### src/ufcs_consts.svh
// Functional notes
// - Every power-on and USB bus reset rescans the store and loads the configuration.
// - Suspend pull-down option pulls FIFO lines low while suspended; default off.
// - Remote wakeup option turns the receive flag pin into an input in suspend.
// - A low strobe on that pin in suspend raises remote wakeup; default enabled.
// - Report stored USB version, default 0200; speed stays full speed 12Mb/s.
// - Report stored maximum current and power source; defaults 90mA, bus powered.
// - Internal oscillator by default; external only after the store is rewritten.
// - External source selected but absent means no clock; device stays inactive.
// - High-current option selects high drive on FIFO pins; default off.
// - Serial-number option reports the stored unique serial; default on.
// - Driver-selection option presents the serial port driver configuration; default on.
`ifndef UFCS_CONSTS_SVH
`define UFCS_CONSTS_SVH

// ****************************************************************
// Register offsets
// ****************************************************************
`define UFCS_REG_STATUS   8'h00
`define UFCS_REG_CTRL     8'h04
`define UFCS_REG_NVM_ADDR 8'h08
`define UFCS_REG_NVM_DATA 8'h0c
`define UFCS_REG_BCD_USB  8'h10
`define UFCS_REG_POWER    8'h14
`define UFCS_REG_SERIAL   8'h18

// ****************************************************************
// Store layout: word index and option bit positions
// ****************************************************************
`define UFCS_W_OPT       3'h0
`define UFCS_W_BCD       3'h1
`define UFCS_W_PWR       3'h2
`define UFCS_W_SER_LO    3'h3
`define UFCS_W_SER_HI    3'h4
`define UFCS_W_VID       3'h5
`define UFCS_W_PID       3'h6
`define UFCS_B_SERIAL    0
`define UFCS_B_SUSP_PD   1
`define UFCS_B_WAKE      2
`define UFCS_B_HI_DRIVE  3
`define UFCS_B_SER_DRV   4
`define UFCS_B_EXT_OSC   5
`define UFCS_B_SELF_PWR  6

// ****************************************************************
// Factory values (vendor and product codes are arbitrary)
// ****************************************************************
`define UFCS_DEF_OPT     16'h0015
`define UFCS_DEF_BCD     16'h0200
`define UFCS_DEF_PWR_MA  16'h005a
`define UFCS_DEF_SER_LO  16'h0001
`define UFCS_DEF_SER_HI  16'h0000
`define UFCS_DEF_VID     16'h1234
`define UFCS_DEF_PID     16'h5678
`define UFCS_DEF_SPARE   16'h0000

// ****************************************************************
// Timing
// ****************************************************************
`define UFCS_CLK_MHZ        125
`define UFCS_RESUME_TIME_MS 20
`define UFCS_RESUME_CYC     (`UFCS_RESUME_TIME_MS * 1000 * `UFCS_CLK_MHZ)

`endif

### src/ufcs_pkg.sv
package ufcs_pkg;

	typedef struct packed {
		logic        serial_en;
		logic        susp_pd;
		logic        remote_wake;
		logic        hi_drive;
		logic        ser_drv;
		logic        ext_osc;
		logic        self_pwr;
		logic [15:0] bcd_usb;
		logic [15:0] max_ma;
		logic [31:0] serial;
		logic [15:0] vid;
		logic [15:0] pid;
	} ufcs_desc_t;

	typedef enum logic [1:0] {
		LD_IDLE,
		LD_SCAN,
		LD_DRAIN,
		LD_APPLY
	} ufcs_ld_state_t;

endpackage : ufcs_pkg

### src/ufcs_top.sv
// Added by the designer: strobed register access and the register addresses.
`timescale 1ns/1ps
`include "ufcs_consts.svh"
module ufcs_top #(
	parameter int DEPTH      = 8,
	parameter int RESUME_CYC = `UFCS_RESUME_CYC
) (
	// Clock and reset
	input  wire logic                core_clk,
	input  wire logic                srst,
	// Register port
	input  wire logic [7:0]          reg_addr,
	input  wire logic [31:0]         reg_wdata,
	input  wire logic                reg_wr,
	input  wire logic                reg_rd,
	output logic      [31:0]         reg_rdata_r,
	// USB engine side
	input  wire logic                usb_bus_reset,
	input  wire logic                usb_suspend,
	output logic                     usb_enum_en_r,
	output logic                     remote_wake_r,
	output logic                     resume_drive_r,
	output ufcs_pkg::ufcs_desc_t     desc_r,
	// FIFO side
	input  wire logic                rx_fifo_ready,
	output logic                     fifo_en_r,
	output logic                     fifo_pull_down_r,
	output logic                     hi_drive_r,
	output logic                     power_enable_n_r,
	// Receive flag pin
	input  wire logic                rx_data_avail_n_in,
	output logic                     rx_data_avail_n_out_r,
	output logic                     rx_data_avail_n_oe_r,
	// Clock source
	input  wire logic                ext_osc_present,
	output logic                     osc_ext_sel_r,
	output logic                     clock_fail_r
);
	import ufcs_pkg::*;

	localparam int AW = $clog2(DEPTH);
	localparam logic [AW-1:0] LAST = AW'(DEPTH - 1);

	// ****************************************************************
	// Load sequencer state
	// ****************************************************************
	ufcs_ld_state_t  st_r;
	ufcs_ld_state_t  st_nxt;
	logic [AW-1:0]   ld_addr_r;
	logic [AW-1:0]   rd_idx_r;
	logic            rd_vld_r;
	logic [15:0]     stage_r [DEPTH];
	logic [AW-1:0]   nvm_addr_r;
	logic            cfg_valid_r;
	logic            wake_pulse;
	logic            resume_act;
	logic [15:0]     nvm_rdata;
	ufcs_desc_t      staged;

	// ****************************************************************
	// Register decode
	// ****************************************************************
	wire hit_ctrl   = reg_addr == `UFCS_REG_CTRL;
	wire hit_naddr  = reg_addr == `UFCS_REG_NVM_ADDR;
	wire hit_ndata  = reg_addr == `UFCS_REG_NVM_DATA;
	wire loading    = st_r != LD_IDLE;
	wire reload_req = reg_wr && hit_ctrl && reg_wdata[0];
	wire restart    = usb_bus_reset || reload_req;
	// rewrites land in the store, used only at next load
	wire nvm_we     = reg_wr && hit_ndata && !loading && !restart;
	wire [AW-1:0] mem_addr = loading ? ld_addr_r : nvm_addr_r;

	logic [31:0] rd_mux;
	always_comb begin
		rd_mux = 32'h0;
		if (reg_addr == `UFCS_REG_STATUS) begin
			rd_mux = {26'h0, resume_act, clock_fail_r, osc_ext_sel_r,
				usb_suspend && cfg_valid_r, loading, cfg_valid_r};
		end else if (hit_naddr) begin
			rd_mux = 32'(nvm_addr_r);
		end else if (hit_ndata) begin
			rd_mux = {25'h0, desc_r.self_pwr, desc_r.ext_osc, desc_r.ser_drv,
				desc_r.hi_drive, desc_r.remote_wake, desc_r.susp_pd,
				desc_r.serial_en};
		end else if (reg_addr == `UFCS_REG_BCD_USB) begin
			rd_mux = {16'h0, desc_r.bcd_usb};
		end else if (reg_addr == `UFCS_REG_POWER) begin
			rd_mux = {15'h0, desc_r.self_pwr, desc_r.max_ma};
		end else if (reg_addr == `UFCS_REG_SERIAL) begin
			rd_mux = desc_r.serial;
		end
	end

	always_ff @(posedge core_clk) begin
		if (srst) begin
			reg_rdata_r <= 32'h0;
			nvm_addr_r  <= '0;
		end else begin
			reg_rdata_r <= reg_rd ? rd_mux : 32'h0;
			if (reg_wr && hit_naddr) begin
				nvm_addr_r <= reg_wdata[AW-1:0];
			end
		end
	end

	// ****************************************************************
	// Nonvolatile store
	// ****************************************************************
	ufcs_nvm #(
		.W     (16),
		.DEPTH (DEPTH),
		.INIT  ({{(DEPTH - 7){`UFCS_DEF_SPARE}}, `UFCS_DEF_PID, `UFCS_DEF_VID,
			`UFCS_DEF_SER_HI, `UFCS_DEF_SER_LO, `UFCS_DEF_PWR_MA,
			`UFCS_DEF_BCD, `UFCS_DEF_OPT})
	) u_nvm (
		.core_clk (core_clk),
		.we       (nvm_we),
		.addr     (mem_addr),
		.wdata    (reg_wdata[15:0]),
		.rdata_r  (nvm_rdata)
	);

	// ****************************************************************
	// Load sequencer
	// ****************************************************************
	always_comb begin
		st_nxt = st_r;
		case (st_r)
			LD_IDLE:  st_nxt = LD_IDLE;
			LD_SCAN:  st_nxt = (ld_addr_r == LAST) ? LD_DRAIN : LD_SCAN;
			LD_DRAIN: st_nxt = LD_APPLY;
			LD_APPLY: st_nxt = LD_IDLE;
			default:  st_nxt = LD_IDLE;
		endcase
		if (restart) begin
			st_nxt = LD_SCAN;
		end
	end

	// read every word of the store
	always_ff @(posedge core_clk) begin
		if (srst) begin
			st_r      <= LD_SCAN;
			ld_addr_r <= '0;
			rd_vld_r  <= 1'b0;
			rd_idx_r  <= '0;
		end else begin
			st_r     <= st_nxt;
			rd_vld_r <= (st_r == LD_SCAN) && !restart;
			rd_idx_r <= ld_addr_r;
			if (restart || st_r != LD_SCAN) begin
				ld_addr_r <= '0;
			end else begin
				ld_addr_r <= ld_addr_r + AW'(1);
			end
		end
	end

	always_ff @(posedge core_clk) begin
		if (rd_vld_r) begin
			stage_r[rd_idx_r] <= nvm_rdata;
		end
	end

	always_comb begin
		staged             = '0;
		staged.serial_en   = stage_r[`UFCS_W_OPT][`UFCS_B_SERIAL];
		staged.susp_pd     = stage_r[`UFCS_W_OPT][`UFCS_B_SUSP_PD];
		staged.remote_wake = stage_r[`UFCS_W_OPT][`UFCS_B_WAKE];
		staged.hi_drive    = stage_r[`UFCS_W_OPT][`UFCS_B_HI_DRIVE];
		staged.ser_drv     = stage_r[`UFCS_W_OPT][`UFCS_B_SER_DRV];
		staged.ext_osc     = stage_r[`UFCS_W_OPT][`UFCS_B_EXT_OSC];
		staged.self_pwr    = stage_r[`UFCS_W_OPT][`UFCS_B_SELF_PWR];
		staged.bcd_usb     = stage_r[`UFCS_W_BCD];
		staged.max_ma      = stage_r[`UFCS_W_PWR];
		if (staged.serial_en) begin
			staged.serial = {stage_r[`UFCS_W_SER_HI], stage_r[`UFCS_W_SER_LO]};
		end
		staged.vid         = stage_r[`UFCS_W_VID];
		staged.pid         = stage_r[`UFCS_W_PID];
	end

	// apply all options in one edge
	always_ff @(posedge core_clk) begin
		if (srst) begin
			desc_r        <= '0;
			cfg_valid_r   <= 1'b0;
			osc_ext_sel_r <= 1'b0;
		end else if (restart) begin
			cfg_valid_r   <= 1'b0;
		end else if (st_r == LD_APPLY) begin
			desc_r        <= staged;
			cfg_valid_r   <= 1'b1;
			// external source only from stored option
			osc_ext_sel_r <= staged.ext_osc;
		end
	end

	// ****************************************************************
	// Pin and enable control
	// ****************************************************************
	// no clock when external chosen and absent
	wire clk_bad   = osc_ext_sel_r && !ext_osc_present;
	wire active    = cfg_valid_r && !clk_bad;
	wire suspended = active && usb_suspend;
	// flag pin becomes input in suspend when the remote wakeup option is set
	wire pin_input = suspended && desc_r.remote_wake;

	always_ff @(posedge core_clk) begin
		if (srst) begin
			clock_fail_r          <= 1'b0;
			usb_enum_en_r         <= 1'b0;
			fifo_en_r             <= 1'b0;
			fifo_pull_down_r      <= 1'b0;
			hi_drive_r            <= 1'b0;
			power_enable_n_r      <= 1'b1;
			rx_data_avail_n_out_r <= 1'b1;
			rx_data_avail_n_oe_r  <= 1'b1;
			remote_wake_r         <= 1'b0;
			resume_drive_r        <= 1'b0;
		end else begin
			clock_fail_r          <= clk_bad;
			// enumeration and FIFO wait for load
			usb_enum_en_r         <= active;
			fifo_en_r             <= active && !usb_suspend;
			fifo_pull_down_r      <= suspended && desc_r.susp_pd;
			hi_drive_r            <= active && desc_r.hi_drive;
			power_enable_n_r      <= !(active && !usb_suspend);
			rx_data_avail_n_out_r <= !(active && !usb_suspend && rx_fifo_ready);
			rx_data_avail_n_oe_r  <= !pin_input;
			remote_wake_r         <= wake_pulse;
			resume_drive_r        <= resume_act;
		end
	end

	ufcs_wake #(
		.RESUME_CYC (RESUME_CYC)
	) u_wake (
		.core_clk     (core_clk),
		.srst         (srst),
		.armed        (pin_input && !rx_data_avail_n_oe_r),
		.pin_in       (rx_data_avail_n_in),
		.wake_pulse_r (wake_pulse),
		.resume_r     (resume_act)
	);

	// ****************************************************************
	// Checks
	// ****************************************************************
	// bus reset restarts
	a_load_restart : assert property (@(posedge core_clk) disable iff (srst)
		usb_bus_reset |=> !cfg_valid_r && st_r == LD_SCAN)
		else $error("bus reset did not restart load");

	a_load_length : assert property (@(posedge core_clk) disable iff (srst)
		$rose(cfg_valid_r) |-> $past(st_r) == LD_APPLY)
		else $error("config valid without apply");

	a_gate_fifo : assert property (@(posedge core_clk) disable iff (srst)
		!cfg_valid_r |=> !fifo_en_r && !usb_enum_en_r)
		else $error("fifo active before load");

	a_pull_down : assert property (@(posedge core_clk) disable iff (srst)
		fifo_pull_down_r |-> $past(desc_r.susp_pd) && $past(usb_suspend))
		else $error("pull down outside suspend option");

	a_flag_input : assert property (@(posedge core_clk) disable iff (srst)
		(suspended && desc_r.remote_wake) |=> !rx_data_avail_n_oe_r)
		else $error("flag pin still driven in suspend");

	a_wake_strobe : assert property (@(posedge core_clk) disable iff (srst)
		(wake_pulse) |=> remote_wake_r && resume_drive_r)
		else $error("wakeup not signalled");

	a_version_out : assert property (@(posedge core_clk) disable iff (srst)
		$rose(cfg_valid_r) |-> desc_r.bcd_usb == $past(stage_r[`UFCS_W_BCD]))
		else $error("version not as stored");

	a_power_rep : assert property (@(posedge core_clk) disable iff (srst)
		$rose(cfg_valid_r) |-> desc_r.max_ma == $past(stage_r[`UFCS_W_PWR]))
		else $error("power not as stored");

	a_osc_fail : assert property (@(posedge core_clk) disable iff (srst)
		(osc_ext_sel_r && !ext_osc_present) |=> clock_fail_r && !fifo_en_r)
		else $error("runs without clock");

	a_hi_drive : assert property (@(posedge core_clk) disable iff (srst)
		hi_drive_r |-> $past(desc_r.hi_drive))
		else $error("high drive without option");

	a_serial_gate : assert property (@(posedge core_clk) disable iff (srst)
		!desc_r.serial_en |-> desc_r.serial == 32'h0)
		else $error("serial shown while disabled");

	// source changes at apply; reset returns to internal
	a_osc_default : assert property (@(posedge core_clk) disable iff (srst)
		$changed(osc_ext_sel_r) |-> $past(st_r) == LD_APPLY || $past(srst))
		else $error("clock source changed outside load");

	a_drv_apply : assert property (@(posedge core_clk) disable iff (srst)
		$changed(desc_r.ser_drv) |-> $past(st_r) == LD_APPLY || $past(srst))
		else $error("driver option changed outside load");

endmodule : ufcs_top

### src/ufcs_nvm.sv
`timescale 1ns/1ps
module ufcs_nvm #(
	parameter int              W     = 16,
	parameter int              DEPTH = 8,
	parameter logic [W*DEPTH-1:0] INIT = '0
) (
	// Clock
	input  wire logic                     core_clk,
	// Access port
	input  wire logic                     we,
	input  wire logic [$clog2(DEPTH)-1:0] addr,
	input  wire logic [W-1:0]             wdata,
	output logic      [W-1:0]             rdata_r
);

	logic [W-1:0] mem [DEPTH];

	// Contents survive srst: this models the nonvolatile store
	initial begin
		for (int i = 0; i < DEPTH; i++) begin
			mem[i] = INIT[i*W +: W];
		end
	end

	// Plain always: the initial block above also writes the array
	always @(posedge core_clk) begin
		if (we) begin
			mem[addr] <= wdata;
		end
	end

	always_ff @(posedge core_clk) begin
		rdata_r <= mem[addr];
	end

endmodule : ufcs_nvm

### src/ufcs_wake.sv
`timescale 1ns/1ps
module ufcs_wake #(
	parameter int RESUME_CYC = 2500000
) (
	// Clock and reset
	input  wire logic core_clk,
	input  wire logic srst,
	// Conditions
	input  wire logic armed,
	input  wire logic pin_in,
	// Wakeup outputs
	output logic      wake_pulse_r,
	output logic      resume_r
);

	logic        pin_d_r;
	logic [31:0] cnt_r;
	wire         strobe = armed && pin_d_r && !pin_in;

	always_ff @(posedge core_clk) begin
		if (srst) begin
			pin_d_r      <= 1'b1;
			cnt_r        <= '0;
			wake_pulse_r <= 1'b0;
			resume_r     <= 1'b0;
		end else begin
			pin_d_r      <= pin_in;
			wake_pulse_r <= strobe && !resume_r;
			if (strobe && !resume_r) begin
				resume_r <= 1'b1;
				cnt_r    <= 32'(RESUME_CYC - 1);
			end else if (resume_r) begin
				if (cnt_r == '0) begin
					resume_r <= 1'b0;
				end else begin
					cnt_r <= cnt_r - 32'h1;
				end
			end
		end
	end

	a_resume_hold : assert property (@(posedge core_clk) disable iff (srst)
		$rose(resume_r) |-> resume_r [*8])
		else $error("resume dropped early");

endmodule : ufcs_wake

### config.mk
export PLATFORM = sky130hd
export DESIGN_NAME = ufcs_top
export DESIGN_NICKNAME = d
export VERILOG_FILES = /design/src/ufcs_pkg.sv /design/src/ufcs_top.sv /design/src/ufcs_nvm.sv /design/src/ufcs_wake.sv
export VERILOG_INCLUDE_DIRS = /design/src
export SDC_FILE = /design/constraint.sdc
export NUM_CORES = 1
export LEC_CHECK = 0
export ABC_AREA = 1
export BUFFER_PORTS_ARGS = -buffer_cell sky130_fd_sc_hd__buf_2
export CORE_MARGIN = 4
export CORE_UTILIZATION = 45
export CTS_BUF_LIST = sky130_fd_sc_hd__clkbuf_4 sky130_fd_sc_hd__clkbuf_8 sky130_fd_sc_hd__clkbuf_16
export DETAILED_ROUTE_END_ITERATION = 10
export HOLD_SLACK_MARGIN = 0.03
export PLACE_DENSITY = 0.67
export REMOVE_ABC_BUFFERS = 1
export SLEW_MARGIN = 20
export SYNTH_ARGS = -nofsm -noshare
export SYNTH_HDL_FRONTEND = slang
export SYNTH_HIERARCHICAL = 1
export SYNTH_SLANG_ARGS = --single-unit
### constraint.sdc
create_clock -name core_clk -period 5.15 [get_ports core_clk]
set_input_delay 0.7725 -clock core_clk [delete_from_list [all_inputs] [get_ports core_clk]]
set_output_delay 0.7725 -clock core_clk [all_outputs]
set_load 0.01 [all_outputs]
==> results.md <==
* Die Y at 203.5 um
* Fin crit share at 64.75%
* CP bufs+invs at 1
* Cell repeated most along the worst path: nand2_1
* Final setup viols at 0
* Std-Cell Rows at between 70 and 80
* CP Class: reg2reg
* Gp weighted congestion at 0.9035
* FF-to-FF path depth at 6
* Overall die width at 203.5 um
* Design area at between 15000 and 20000 sq um
* Worst reg-to-reg setup slack at roughly 1.8 ns
* Total track usage at between 10% and 20%
* RSZ-0062 raised after global routing: false
* Min Tclk post-route at 3.335 ns
* Yosys warns at 6
* First-pass GRT wire length at 62800 um
* Synth Cell Area at roughly 17000 sq um
* Io pins at ~200
* Sequential area share after synthesis at about 65%
* WL/cell at 15.76 um
* Post-route insts no fill at roughly 2500
* Crit path max-delay family: simple AND/OR/NAND/NOR gates
* Nets at about 2000
* Post-CTS Hold Fix Bufs at 0
* Endpoint of the worst-slack reg-to-reg timing path: u_nvm/mem[5][5]
* DRC Markers at 0
* CTS tree: done
* Pre-Repair DR Iteration Count at 5
* # resized after CTS at 0
* Post-synth top area share at about two fifths
* Placed insts at 2436
* Starting Density at a little under half
* Endpoint, Worst Hold: rx_data_avail_n_out_r
* Via count at ~12000
* Status: finished, final reports clean
* Final Hold Viols at 0
* Dominant synthesized flop cell: edfxtp_1
* Critical Path AT at approximately 3.5 ns
* Hold Path Origin: rx_fifo_ready
* Setup Fix Bufs, Post-CTS at 0
* Post-route clock skew at around 0.028 ns
* Wirelength, routed at roughly 40000 um
* Area leader, netlist: edfxtp_1
* Max frequency at between 200 and 300 MHz
* FF+latch count, synth at 440
* Share of layout cells above drive strength 1 at 17.01%
* DIE AREA at slightly above 40000 sq um
* Worst slew pin tran at between 1 and 1.5 ns
* Starting DRT DRC Count at 889
* Vias in the first global route at roughly 12000
* Clk_lat worst skew at roughly 0.57 ns
* Max-slew headroom at a little over a quarter
* Cell Chain, Critical Path: nor2_1 > nand2_1 > o21ai_4 > buf_4 > nand2_1 > nor2_2
* I/O Buffers at 178
* CP max stage delay at a little under 0.9 ns
* Total core area at roughly 38000 sq um
* DP Wirelength at approximately 26000 um
* Commonest non-fill, non-tap cells in the layout: nand2_1 (597), edfxtp_1 (231), dfxtp_1 (209)
* P_leak at about 8.2 nW
* Worst hold path class: in2reg
* Slowest cell on crit path: nor2_2
* CTS max path bufs at 3
* Initial antenna violation count at 3
* Detail Route Antenna Nets at 0
* Max-Cap Viols at 0
* Overflow after GRT at 0
* Largest net degree at the start of global routing at about 110
* Commonest non-fill, non-tap cell in the layout: nand2_1
* Root Driver: clkbuf_16
* Crit end category: flop
* CP startpoint kind: flop
* H-Tree Depth at 2
* Synth area leaders: edfxtp_1 (40%), dfxtp_1 (24%), nand2_1 (13%), a21oi_1 (4.1%), inv_1 (3.8%)
* Area growth syn-to-layout at 15.25%
* DR vias/cell at just under 5
* Post-layout util at between 50 and 60%
* Cts bufs inserted at 43
* Synth cell types at 36
* FFs w/ async S/R, synth at 0%
* Cells on Worst Hold Path at 2
* DP Area at approximately 18000 sq um
* Peak VDD IR at around 0.20 mV
* Worst Path Required at ~5.3 ns
* P per Cell Area at between 300 and 400 nW/um^2
* Reg2reg start: st_r[1]
* Clk sinks at 440
* Final Max Slew Viols at 0
* Clk pin slew, worst setup/hold paths at ~0.06 ns
* CP Max Fanout at 65
* Number of flops mapped to enable cells by yosys at about 230
* Cell count after synthesis at 1808
* Mean area per synthesized cell at ~9.5 sq um
==> synth_stat cells (14+ instances only) <==
cell / n
buf_2: 27
inv_2: 14
nand2_1: 597
inv_1: 173
edfxtp_1: 231
clkbuf_1: 17
o21ai_0: 37
nand2_2: 16
a21oi_1: 140
dfxtp_1: 209
nor2_1: 127
buf_6: 17
nand3_1: 109
==> cells by family (layout without fill, tap and decap cells) <==
family                   Yosys count  count (layout)  synth area share, %
adder cells (fa/ha/maj)            4               4               0.2910
AO/OA/AOI/OAI                    188             188                5.689
buffers and inverters            264             461                7.012
XOR/XNOR                          17              17               0.8656
flip-flops                       440             440                64.65
AND/OR/NAND/NOR                  895             895                21.49
other                              0               2                    0
==> flip-flops by register name, summed over array words and instances (netlist names), 2 cells and up <==
register       cells
ld_addr_r          3
desc_r           102
u_nvm/rdata_r     16
u_nvm/mem        128
u_wake/cnt_r      32
nvm_addr_r         3
st_r               2
stage_r          103
reg_rdata_r       32
rd_idx_r           3
==> metrics by stage <==
step	total power [mW]	setup TNS [ns]	hold WS (ns)	setup WS, ns
CTS	7.005	0	0.3850	1.812
floorplan	3.864	-119.92	0.3883	-1.255
detailed placement	3.946	0	0.3975	1.658
global route	7.165	0	0.3859	1.556
global placement	3.942	0	0.3909	1.701
finish	6.941	0	0.3981	1.815
==> metal layers <==
layer / vias up / part of all wire, % / GRT usage [%] / routed length (um)
met2: 408 / 47 / 31.18 / 18680
li1: 6148 / - / - / -
met3: 63 / 7.3 / 3.276 / 2885
met5: - / 0.033 / 0 / 13
met4: 2 / 2.2 / 5.469 / 893
met1: 5820 / 43 / 25.46 / 17220
==> layout make-up <==
class	count	area (sq um)
timing repair buffer	192	1002
clock inverter	22	180.2
antenna	2	5.005
inverter	189	709.4
clock buffer	58	1237
fill	3355	17840
multi-input combinational	1104	4928
tap	511	639.4
sequential	440	11120
==> power breakdown <==
part	switching [mW]	internal (mW)
sequential	0.0231	3.70
clock	1.31	1.76
combinational	0.108	0.0340
total	1.44	5.50
==> worst max path at each step <==
stage / from / endpoint / slack (ns) / cells past startpoint
after floorplan: st_r[1] / u_nvm/mem[0][0] / -1.25 / 5
after detailed placement: reg_addr[7] / u_nvm/mem[6][7] / 1.66 / 8
after global routing: st_r[1] / u_nvm/mem[7][3] / 1.56 / 6
final: st_r[1] / u_nvm/mem[5][5] / 1.82 / 6
after CTS: st_r[1] / u_nvm/mem[7][3] / 1.81 / 6
after global placement: reg_addr[7] / u_nvm/mem[6][9] / 1.70 / 8
(Power assumes the default switching activity.)
